File: src/pup_defs.vh
/*
 * Constants for the pileup inspection and peak sampling block: register
 * offsets, reset values, timing figures and bus answers.
 * Assumes it is included by its bare name from the design file.
 */
`ifndef PUP_DEFS_VH
`define PUP_DEFS_VH

// ----------------------------------------
// Clock and timing
// ----------------------------------------
`define PUP_CLK_NS 50
`define PUP_MAXW_NS 400
`define PUP_MAXW_CYC ((`PUP_MAXW_NS + `PUP_CLK_NS - 1) / `PUP_CLK_NS)
`define PUP_FASTPK_NS 100
`define PUP_FASTPK_CYC ((`PUP_FASTPK_NS + `PUP_CLK_NS - 1) / `PUP_CLK_NS)

// ----------------------------------------
// Register byte offsets
// ----------------------------------------
`define PUP_OFS_CTRL 8'h00
`define PUP_OFS_FASTPEAK 8'h04
`define PUP_OFS_MAX_OVER_THRESHOLD_WIDTH 8'h08
`define PUP_OFS_FASTGAP 8'h0c
`define PUP_OFS_PEAKTIME 8'h10
`define PUP_OFS_GAPTIME 8'h14
`define PUP_OFS_INTOFS 8'h18
`define PUP_OFS_SAMPOFS 8'h1c
`define PUP_OFS_MIN_PEAK_INTERVAL 8'h20
`define PUP_OFS_ACCEPTS 8'h24
`define PUP_OFS_FASTREJ 8'h28
`define PUP_OFS_SLOWREJ 8'h2c
`define PUP_OFS_ENERGY 8'h30

// ----------------------------------------
// Field positions and reset values
// ----------------------------------------
`define PUP_CTRL_EN 0
`define PUP_CTRL_DEC_LO 4
`define PUP_CTRL_DEC_HI 6
`define PUP_RST_CTRL 32'h00000001
`define PUP_RST_PEAKTIME 16'h0010
`define PUP_GAP_MIN 7'h03
`define PUP_GAP_MAX 7'h40
`define PUP_RST_OFS 16'h0000
`define PUP_RST_SAMPOFS 16'h0001

// ----------------------------------------
// Bus answers
// ----------------------------------------
`define PUP_RESP_OKAY 2'b00
`define PUP_RESP_SLVERR 2'b10

`endif

File: src/pup_pileup_inspector.v
/*
 * Pileup inspection and energy peak sampling, with an AXI4-Lite register slave.
 * Assumes the fast filter threshold level, the event trigger pulse and the
 * energy filter output are all synchronous to mclk.
 */
// Summary of operation
// RULE1: Fast trigger over threshold beyond programmed maximum width rejects the event as fast pileup.
// RULE2: Maximum over-threshold width resets to 400 ns.
// RULE3: Software keeps maximum width above twice fast peaking plus preamp settling.
// RULE4: An event arriving before the peak interval elapses causes slow pileup rejection.
// RULE5: Peak interval equals peaking time plus gap time plus interval offset.
// RULE6: Software normally leaves the peak interval offset at zero.
// RULE7: Fast peaking time resets to 100 ns and stays writable.
// RULE8: Software keeps the fast gap time at zero.
// RULE9: Software may shorten fast peaking, then rechecks threshold and maximum width.
// RULE10: Energy is sampled at peaking plus gap minus the peak sample offset.
// RULE11: Energy gap time is held between 3 and 64 decimated intervals.
// RULE12: Only events passing both checks deliver an energy value downstream.
`timescale 1ns/1ns

`include "pup_defs.vh"

module pup_pileup_inspector #(
    parameter EW = 16,
    parameter CW = 16
) (
    input wire mclk,
    input wire resetn,
    input wire fastAboveThr,
    input wire eventTrig,
    input wire [EW-1:0] energyIn,
    output reg [EW-1:0] energyOut,
    output reg energyValid,
    output reg fastPileup,
    output reg slowPileup,
    input wire [7:0] s_axi_awaddr,
    input wire s_axi_awvalid,
    output reg s_axi_awready,
    input wire [31:0] s_axi_wdata,
    input wire [3:0] s_axi_wstrb,
    input wire s_axi_wvalid,
    output reg s_axi_wready,
    output reg [1:0] s_axi_bresp,
    output reg s_axi_bvalid,
    input wire s_axi_bready,
    input wire [7:0] s_axi_araddr,
    input wire s_axi_arvalid,
    output reg s_axi_arready,
    output reg [31:0] s_axi_rdata,
    output reg [1:0] s_axi_rresp,
    output reg s_axi_rvalid,
    input wire s_axi_rready
);

    // ----------------------------------------
    // Helpers
    // ----------------------------------------
    function [6:0] clampGap;
        input [31:0] v;
        begin
            if (v < {25'h0000000, `PUP_GAP_MIN}) begin
                clampGap = `PUP_GAP_MIN;
            end else if (v > {25'h0000000, `PUP_GAP_MAX}) begin
                clampGap = `PUP_GAP_MAX;
            end else begin
                clampGap = v[6:0];
            end
        end
    endfunction

    function isMapped;
        input [7:0] a;
        begin
            isMapped = (a[1:0] == 2'b00) && (a <= `PUP_OFS_ENERGY);
        end
    endfunction

    // ----------------------------------------
    // Registers
    // ----------------------------------------
    reg [31:0] ctrl_reg;
    reg [CW-1:0] fastPeak_reg;
    reg [CW-1:0] max_over_threshold_width_reg;
    reg [CW-1:0] fastGap_reg;
    reg [CW-1:0] peakTime_reg;
    reg [6:0] gapTime_reg;
    reg [CW-1:0] intOfs_reg;
    reg [CW-1:0] sampOfs_reg;
    reg [31:0] accepts_reg;
    reg [31:0] fastRej_reg;
    reg [31:0] slowRej_reg;

    reg [7:0] div_reg;
    reg [CW-1:0] interval_reg;
    reg [CW-1:0] overCnt_reg;
    reg pending_reg;
    reg piled_reg;
    reg [EW-1:0] sample_reg;

    wire enable = ctrl_reg[`PUP_CTRL_EN];
    wire [2:0] decim = ctrl_reg[`PUP_CTRL_DEC_HI:`PUP_CTRL_DEC_LO];
    wire [7:0] decMask = (8'h01 << decim) - 8'h01;
    wire tick = ((div_reg & decMask) == decMask);
    localparam [31:0] MAXW_RST = `PUP_MAXW_CYC;
    localparam [31:0] FASTPK_RST = `PUP_FASTPK_CYC;

    // RULE5: peak interval sum
    wire [CW-1:0] min_peak_interval = peakTime_reg + {{(CW-7){1'b0}}, gapTime_reg} + intOfs_reg;
    // RULE10: sample point backward
    wire [CW-1:0] sampleAt = peakTime_reg + {{(CW-7){1'b0}}, gapTime_reg} - sampOfs_reg;

    // RULE1: width over threshold exceeded
    wire fastHit = enable && fastAboveThr && (overCnt_reg == max_over_threshold_width_reg);
    // RULE4: early follower
    wire slowHit = enable && eventTrig && pending_reg && (interval_reg < min_peak_interval);

    // ----------------------------------------
    // Event processing
    // ----------------------------------------
    always @(posedge mclk) begin
        if (!resetn) begin
            div_reg <= 8'h00;
            interval_reg <= {CW{1'b0}};
            overCnt_reg <= {CW{1'b0}};
            pending_reg <= 1'b0;
            piled_reg <= 1'b0;
            sample_reg <= {EW{1'b0}};
            energyOut <= {EW{1'b0}};
            energyValid <= 1'b0;
            fastPileup <= 1'b0;
            slowPileup <= 1'b0;
            accepts_reg <= 32'h00000000;
            fastRej_reg <= 32'h00000000;
            slowRej_reg <= 32'h00000000;
        end else begin
            div_reg <= div_reg + 8'h01;
            energyValid <= 1'b0;
            fastPileup <= fastHit;
            slowPileup <= slowHit;
            if (fastAboveThr && overCnt_reg != {CW{1'b1}}) begin
                overCnt_reg <= overCnt_reg + {{(CW-1){1'b0}}, 1'b1};
            end else if (!fastAboveThr) begin
                overCnt_reg <= {CW{1'b0}};
            end
            if (tick && interval_reg != {CW{1'b1}}) begin
                interval_reg <= interval_reg + {{(CW-1){1'b0}}, 1'b1};
            end
            if (pending_reg && tick && interval_reg == sampleAt) begin
                sample_reg <= energyIn;
            end
            // RULE12: deliver only clean events
            if (pending_reg && tick && interval_reg == min_peak_interval) begin
                pending_reg <= 1'b0;
                if (!piled_reg) begin
                    energyOut <= sample_reg;
                    energyValid <= 1'b1;
                    accepts_reg <= accepts_reg + 32'h00000001;
                end
            end
            // A new event restarts the interval; a piled follower is itself contaminated.
            if (enable && eventTrig) begin
                // The event edge counts as a tick, so the count shows ticks elapsed.
                interval_reg <= {{(CW-1){1'b0}}, 1'b1};
                pending_reg <= 1'b1;
                piled_reg <= slowHit;
            end
            if (slowHit) begin
                slowRej_reg <= slowRej_reg + 32'h00000001;
            end
            if (fastHit) begin
                piled_reg <= 1'b1;
                fastRej_reg <= fastRej_reg + 32'h00000001;
            end
        end
    end

    // ----------------------------------------
    // Register writes
    // ----------------------------------------
    wire wrGo = s_axi_awvalid && s_axi_wvalid && !s_axi_bvalid && !s_axi_awready;

    always @(posedge mclk) begin
        if (!resetn) begin
            ctrl_reg <= `PUP_RST_CTRL;
            // RULE7: fast peaking default
            fastPeak_reg <= FASTPK_RST[CW-1:0];
            // RULE2: maximum width default
            max_over_threshold_width_reg <= MAXW_RST[CW-1:0];
            fastGap_reg <= {CW{1'b0}};
            peakTime_reg <= `PUP_RST_PEAKTIME;
            gapTime_reg <= `PUP_GAP_MIN;
            intOfs_reg <= `PUP_RST_OFS;
            sampOfs_reg <= `PUP_RST_SAMPOFS;
            s_axi_awready <= 1'b0;
            s_axi_wready <= 1'b0;
            s_axi_bvalid <= 1'b0;
            s_axi_bresp <= `PUP_RESP_OKAY;
        end else begin
            s_axi_awready <= wrGo;
            s_axi_wready <= wrGo;
            if (s_axi_bvalid && s_axi_bready) begin
                s_axi_bvalid <= 1'b0;
            end
            // The response waits for the address and data handshake, which completes while awready is high.
            if (s_axi_awready) begin
                s_axi_bvalid <= 1'b1;
            end
            if (wrGo) begin
                s_axi_bresp <= isMapped(s_axi_awaddr) ? `PUP_RESP_OKAY : `PUP_RESP_SLVERR;
                // Strobes are honoured per register as a whole; any nonzero strobe writes the whole register, an all-zero strobe drops the write.
                if (s_axi_wstrb != 4'h0) begin
                    if (s_axi_awaddr == `PUP_OFS_CTRL) begin
                        ctrl_reg <= s_axi_wdata;
                    end else if (s_axi_awaddr == `PUP_OFS_FASTPEAK) begin
                        fastPeak_reg <= s_axi_wdata[CW-1:0];
                    end else if (s_axi_awaddr == `PUP_OFS_MAX_OVER_THRESHOLD_WIDTH) begin
                        max_over_threshold_width_reg <= s_axi_wdata[CW-1:0];
                    end else if (s_axi_awaddr == `PUP_OFS_FASTGAP) begin
                        fastGap_reg <= s_axi_wdata[CW-1:0];
                    end else if (s_axi_awaddr == `PUP_OFS_PEAKTIME) begin
                        peakTime_reg <= s_axi_wdata[CW-1:0];
                    end else if (s_axi_awaddr == `PUP_OFS_GAPTIME) begin
                        // RULE11: gap clamped on write
                        gapTime_reg <= clampGap(s_axi_wdata);
                    end else if (s_axi_awaddr == `PUP_OFS_INTOFS) begin
                        intOfs_reg <= s_axi_wdata[CW-1:0];
                    end else if (s_axi_awaddr == `PUP_OFS_SAMPOFS) begin
                        sampOfs_reg <= s_axi_wdata[CW-1:0];
                    end
                end
            end
        end
    end

    // ----------------------------------------
    // Register reads
    // ----------------------------------------
    reg [31:0] rdMux;

    always @* begin
        rdMux = 32'h00000000;
        if (s_axi_araddr == `PUP_OFS_CTRL) begin
            rdMux = ctrl_reg;
        end else if (s_axi_araddr == `PUP_OFS_FASTPEAK) begin
            rdMux = {{(32-CW){1'b0}}, fastPeak_reg};
        end else if (s_axi_araddr == `PUP_OFS_MAX_OVER_THRESHOLD_WIDTH) begin
            rdMux = {{(32-CW){1'b0}}, max_over_threshold_width_reg};
        end else if (s_axi_araddr == `PUP_OFS_FASTGAP) begin
            rdMux = {{(32-CW){1'b0}}, fastGap_reg};
        end else if (s_axi_araddr == `PUP_OFS_PEAKTIME) begin
            rdMux = {{(32-CW){1'b0}}, peakTime_reg};
        end else if (s_axi_araddr == `PUP_OFS_GAPTIME) begin
            rdMux = {25'h0000000, gapTime_reg};
        end else if (s_axi_araddr == `PUP_OFS_INTOFS) begin
            rdMux = {{(32-CW){1'b0}}, intOfs_reg};
        end else if (s_axi_araddr == `PUP_OFS_SAMPOFS) begin
            rdMux = {{(32-CW){1'b0}}, sampOfs_reg};
        end else if (s_axi_araddr == `PUP_OFS_MIN_PEAK_INTERVAL) begin
            rdMux = {{(32-CW){1'b0}}, min_peak_interval};
        end else if (s_axi_araddr == `PUP_OFS_ACCEPTS) begin
            rdMux = accepts_reg;
        end else if (s_axi_araddr == `PUP_OFS_FASTREJ) begin
            rdMux = fastRej_reg;
        end else if (s_axi_araddr == `PUP_OFS_SLOWREJ) begin
            rdMux = slowRej_reg;
        end else if (s_axi_araddr == `PUP_OFS_ENERGY) begin
            rdMux = {{(32-EW){1'b0}}, energyOut};
        end
    end

    wire rdGo = s_axi_arvalid && !s_axi_rvalid && !s_axi_arready;

    always @(posedge mclk) begin
        if (!resetn) begin
            s_axi_arready <= 1'b0;
            s_axi_rvalid <= 1'b0;
            s_axi_rdata <= 32'h00000000;
            s_axi_rresp <= `PUP_RESP_OKAY;
        end else begin
            s_axi_arready <= rdGo;
            if (s_axi_rvalid && s_axi_rready) begin
                s_axi_rvalid <= 1'b0;
            end
            if (s_axi_arready) begin
                s_axi_rvalid <= 1'b1;
            end
            if (rdGo) begin
                s_axi_rdata <= rdMux;
                s_axi_rresp <= isMapped(s_axi_araddr) ? `PUP_RESP_OKAY : `PUP_RESP_SLVERR;
            end
        end
    end

endmodule

File: config.mk
export PLATFORM = sky130hd
export DESIGN_NAME = pup_pileup_inspector
export DESIGN_NICKNAME = d
export VERILOG_FILES = /design/src/pup_pileup_inspector.v
export VERILOG_INCLUDE_DIRS = /design/src
export SDC_FILE = /design/constraint.sdc
export NUM_CORES = 1
export LEC_CHECK = 0
export BUFFER_PORTS_ARGS = -buffer_cell sky130_fd_sc_hd__buf_4
export CAP_MARGIN = 20
export CORE_MARGIN = 1.5
export CORE_UTILIZATION = 42
export CTS_CLUSTER_SIZE = 24
export DETAILED_ROUTE_END_ITERATION = 8
export GPL_ROUTABILITY_DRIVEN = 0
export PLACE_DENSITY = 0.58
export SYNTH_ARGS = -nofsm -noshare
export SYNTH_HDL_FRONTEND = slang
export SYNTH_SLANG_ARGS = --single-unit
File: constraint.sdc
create_clock -name mclk -period 5.2 [get_ports mclk]
set_input_delay 0.26 -clock mclk [delete_from_list [all_inputs] [get_ports mclk]]
set_output_delay 0.26 -clock mclk [all_outputs]
set_load 0.02 [all_outputs]
==> results of run 1 <==
-- synth_stat cells, types with 7 or more instances --
cell type	n	area, µm²
a222oi_1	11	110
nor4b_1	9	78.8
ha_1	60	751
nand3_1	71	355
dfxtp_1	345	6910
inv_1	49	184
a221oi_1	29	254
nor4_1	26	163
nand2b_1	10	62.6
and4_1	13	114
nor2b_1	19	119
and2_1	18	113
or2_2	7	43.8
xor2_1	81	709
and3_1	33	206
nor2_1	271	1020
nand4_1	21	131
a31oi_1	10	62.6
o211ai_1	11	82.6
or3_1	27	169
nand2_1	217	815
mux2i_1	120	1200
clkbuf_1	108	405
a21oi_2	12	105
o21ai_1	11	55.1
nor3_1	35	175
a22oi_1	30	225
xnor2_1	93	815
a21o_1	10	75.1
nand3_2	10	100
a21oi_1	154	771
o21ai_0	105	526
-- cells by family after synthesis --
family                     share of synthesized area
AOI/OAI and AO/OA                              0.160
xor gates and xnor gates                      0.0858
adders and majority gates                     0.0450
other                                       0.000208
and+or+nand+nor                                0.217
DFF                                            0.383
buffers and inverters                         0.0392
muxes                                         0.0692
-- worst min-delay path: cells and delay by family --
family	cells	cell delay [ns]
buf+inv	2	0.15
compound gates	1	0.05
simple gates	1	0.08
-- power groups by stage --
stage / clock [mW] / combinational [mW] / sequential, mW
6_report: 2.87 / 0.345 / 2.69
5_1_grt: 3.02 / 0.368 / 2.69
4_1_cts: 2.91 / 0.339 / 2.69
3_5_place_dp: 0 / 0.314 / 2.75
3_3_place_gp: 0 / 0.313 / 2.75
2_1_floorplan: 0 / 0.144 / 2.76
-- timing repair --
action / in CTS / in global routing
pin swaps: 56 / 36
setup buffers: 19 / 14
endpoints found under the hold margin: 36 / 0
hold buffers: 38 / 0
gates resized for setup: 125 / 47
cloned: 6 / 0
endpoints found under the setup margin: 81 / 83
-- stage by stage --
stage,hold slack [ns],std cells
floorplan,0.396,2146
global placement,0.438,2810
detailed placement,0.447,2810
CTS,0.000926,2942
global route,0.0216,2956
finish,0.0164,2958
-- per-layer routing --
layer  share of wire  track usage
met1            0.44        0.381
met2            0.44        0.427
met3           0.086       0.0636
met4           0.033        0.109
met5               0            0
-- layout make-up --
| cell class | count | area [µm²] | area share |
|---|---|---|---|
| Tap cell | 539 | 674 | 0.0292 |
| Antenna cell | 3 | 7.51 | 0.000325 |
| Clock buffer | 61 | 1170 | 0.0507 |
| Sequential cell | 345 | 6910 | 0.299 |
| Multi-Input combinational cell | 1627 | 11200 | 0.485 |
| Clock inverter | 12 | 149 | 0.00644 |
| Timing Repair Buffer | 322 | 2800 | 0.121 |
| Inverter | 49 | 194 | 0.00839 |
-- worst max-delay path by stage --
| stage | slack (ns) | to | start | cells after the start |
|---|---|---|---|---|
| final | -0.39 | slowRej_reg[2] | peakTime_reg[0] | 28 |
| after global routing | -0.71 | slowRej_reg[2] | gapTime_reg[0] | 31 |
| after CTS | -0.25 | slowRej_reg[29] | peakTime_reg[0] | 32 |
| after detailed placement | -0.44 | slowRej_reg[29] | peakTime_reg[1] | 26 |
| after global placement | -0.26 | slowRej_reg[29] | peakTime_reg[1] | 26 |
| after floorplan | -0.02 | accepts_reg[31] | peakTime_reg[0] | 30 |
==> results.yml, run 1 <==
run_status:
  status: "complete, but fails checks"
  failed_checks: "setup timing"
setup_path:
  reg2reg_depth: 28
  rrSetupSlack_ns: -0.39
  crit_family: "simple AND/OR/NAND/NOR gates"
  cp-end-kind: "flip-flop"
  required_ns: 5.66
  crit_path_start_kind: "flip-flop"
  critical_path_buf_inv_count: 5
  worstPathArrival_ns: 6.06
  cp_max_fo: 7
  crit_type: "flip-flop to flip-flop"
  cpPeakStageDelay_ns: 0.45
  r2r-start: "peakTime_reg[0]"
  slowest_stage: "or4b_4"
  r2r_end: "slowRej_reg[2]"
global_route:
  track_usage: 0.279
  grt_pass1_vias: 16211
  antenna_found_initial: 3
  grt_pass1_wl_mm: 95.3
  grt_max_degree: 142
  overflow: 0
hold_path:
  hp-start: "s_axi_rready"
  min_path_type: "input port to flip-flop"
  holdPathStages: 4
  min_to: "s_axi_rvalid"
floorplan:
  die_h_um: 210
  die-area_mm2: 0.0442
  die_x_um: 210
  top_level_ports: 137
  start_util: 0.428
  core-area_mm2: 0.0421
  core.rowCount: 75
yosys:
  post_synth.cell_area_avg_um2: 8.40
  syn-cell-area_mm2: 0.0180
  synth_edf_count: 0
  ys_ff_latch: 345
  synth_flop_cell: "dfxtp_1"
  async_flop_share: 0
  syn_inst: 2145
  seq_area_frac_synth: 0.383
  synth-warning-count: 0
  yosysUniqueCellTypes: 92
power_and_ir_drop:
  p_seq_frac: 0.456
  internal-power_mw: 4.51
  peakVddDrop_v: 0.000194
  p_leak_nw: 9.31
  combPwrFrac: 0.058
  switching_power_mw: 1.39
  clock_power_share: 0.486
  cellPowerDensity_mw_per_mm2: 255
  finalPower_mw: 5.90
  sw_frac_of_total: 0.236
clock_network:
  htree_levels: 2
  cts_sinks: 345
  cts_buffer_depth: 3
  clk_pin_slew_ns: 0.06
  cts_made_buffers: 40
  cts_tree: "built"
  cts-root-buf: "clkbuf_16"
  insertion_delay_ns: 0.56
run:
  maxCapViolCount: 0
drt:
  drt-wirelength-per-cell_um: 21.2
  drt_iter0_drc: 1482
  vias: 17003
  via_per_inst: 5.75
  drt-total-wl_mm: 62.9
  drc: 0
  ant_nets: 0
  first_pass_iters: 8
place:
  io_buffers: 134
  dpl.hpwl_mm: 44.4
  dpl-instance-area_mm2: 0.0202
  place_ws_ns: -0.442
cells_and_area:
  fillers: 3769
  final_common_cell: "dfxtp_1"
  utilization: 0.549
  layout-drive-gt1-share: 0.209
  area_growth_pct: 28.3
  final_cell_mix: "dfxtp_1, nor2_1, buf_4"
  finalInstanceArea_mm2: 0.0231
  nNetsFinal: 2525
sta:
  worst_slack_ns: -0.394
  max_freq_ghz: 0.179
  rsz0062_at_grt: "true"
  max_slew_margin: 0.254
  finalHoldViolations: 0
  post-route-min-period_ns: 5.59
  fin_worst_skew_ns: 0.0181
  drv_slew: 0
  finalSetupViolations: 79
  tns_ns: -21.25
  timing.final.crit_share: 1.08
  max_slew.worst_pin.slew_ns: 1.12
(Power assumes the default switching activity.)
==> inputs of run 2 (changes only) <==
Settings changed: MAX_ROUTING_LAYER set to met4.
==> results.yml, run 2 (synthesis gave the netlist of run 1 again) <==
floorplan:
  die_h_um: 210
  die_x_um: 210
  start_util: 0.428
  die-area_mm2: 0.0442
  core-area_mm2: 0.0421
  core.rowCount: 75
  top_level_ports: 137
place:
  io_buffers: 134
  dpl-instance-area_mm2: 0.0202
  dpl.hpwl_mm: 44.4
  placed_cells: 2810
  place_ws_ns: -0.442
sta:
  worst_slack_ns: -0.365
  rsz0062_at_grt: "true"
  finalHoldViolations: 0
  finalSetupViolations: 81
  max_freq_ghz: 0.180
  max_slew_margin: 0.255
  tns_ns: -20.56
  whs_ns: 0.0114
  post-route-min-period_ns: 5.57
  fin_worst_skew_ns: 0.0216
  max_slew.worst_pin.slew_ns: 1.11
  drv_slew: 0
  timing.final.crit_share: 1.07
run:
  maxCapViolCount: 0
drt:
  drt-wirelength-per-cell_um: 21.2
  ant_nets: 0
  via_per_inst: 5.78
  first_pass_iters: 8
  drc: 0
  vias: 17091
  drt_iter0_drc: 1568
  drt-total-wl_mm: 62.7
cells_and_area:
  finalInstanceArea_mm2: 0.0230
  nNetsFinal: 2525
  layout-drive-gt1-share: 0.204
  area_growth_pct: 27.6
  utilization: 0.546
  final_cells: 2956
  final_cell_mix: "dfxtp_1, nor2_1, buf_4"
  final_common_cell: "dfxtp_1"
power_and_ir_drop:
  peakVddDrop_v: 0.000192
  finalPower_mw: 5.91
  p_leak_nw: 9.26
  cellPowerDensity_mw_per_mm2: 257
global_route:
  track_usage: 0.288
  grt_pass1_wl_mm: 95.7
  grt_pass1_vias: 16161
  grt_max_degree: 142
  antenna_found_initial: 1
  overflow: 0
clock_network:
  cts_sinks: 345
  insertion_delay_ns: 0.56
  clk_pin_slew_ns: 0.06
  cts-root-buf: "clkbuf_16"
  cts_tree: "built"
  cts_buffer_depth: 3
  cts_made_buffers: 40
  htree_levels: 2
setup_path:
  cp-end-kind: "flip-flop"
  cp_max_fo: 7
  worstPathArrival_ns: 6.04
  crit_type: "flip-flop to flip-flop"
  required_ns: 5.67
  crit_path_start_kind: "flip-flop"
run_status:
  status: "complete, but fails checks"
  failed_checks: "setup timing"
hold_path:
  min_path_type: "input port to flip-flop"
==> run 2: report_power, final <==
group	total, mW	switching [mW]	internal [mW]
clock network	2.87	1.17	1.71
registers	2.69	0.0220	2.67
logic	0.345	0.214	0.131
==> run 2: path summary, 6_finish.rpt <==
kind / start / endpoint / slack [ns] / cells past startpoint
max: gapTime_reg[1] / accepts_reg[31] / -0.37 / 24
min reg2reg: sample_reg[2] / energyOut[2] / 0.45 / 2
max reg2reg: gapTime_reg[1] / accepts_reg[31] / -0.37 / 24
min: s_axi_rready / s_axi_rvalid / 0.01 / 4
==> run 2: what timing repair did <==
item / 4_1_cts / 5_1_grt
gates resized for setup: 125 / 21
hold buffers: 38 / 0
pin swaps: 56 / 30
cloned: 6 / 0
hold endpoints to repair: 36 / 0
endpoints found under the setup margin: 81 / 83
buffers inserted: 19 / 13
==> run 2: critical path, stage by stage (launching register included) <==
cell and delay (ns):
dfxtp_1 0.37, ha_1 0.25, a21oi_1 0.16, nor2b_1 0.08, a311o_1 0.39, o21ai_2 0.20, xnor2_1 0.18, ha_1 0.31
a21oi_1 0.19, nand2_1 0.08, o21ai_1 0.18, o21ai_1 0.15, a31oi_1 0.23, o21ai_0 0.20, xnor2_1 0.17, ha_1 0.30
and4_4 0.26, buf_4 0.12, nand3_4 0.07, or3_4 0.40, nor4_4 0.18, nand3_1 0.10, or3_4 0.41, or3_1 0.35
a21oi_1 0.14
==> run 2: per-layer routing <==
metal / part of all wire / wire (µm) / vias up / GRT usage
li1: - / - / 8055 / -
met1: 0.45 / 28000 / 8261 / 0.391
met2: 0.44 / 27800 / 664 / 0.434
met3: 0.080 / 5020 / 111 / 0.0475
met4: 0.030 / 1850 / 0 / 0.0950
met5: 0 / 0 / - / -
==> run 2: area by class of cell <==
| type | count | area [µm²] |
|---|---|---|
| inverters | 49 | 194 |
| diodes | 1 | 2.50 |
| flip-flops and latches | 345 | 6910 |
| clock buffers | 61 | 1170 |
| well taps | 539 | 674 |
| repair buffers | 322 | 2770 |
| fillers | 3788 | 19100 |
| clock inverters | 12 | 149 |
| multi-input cells | 1627 | 11100 |
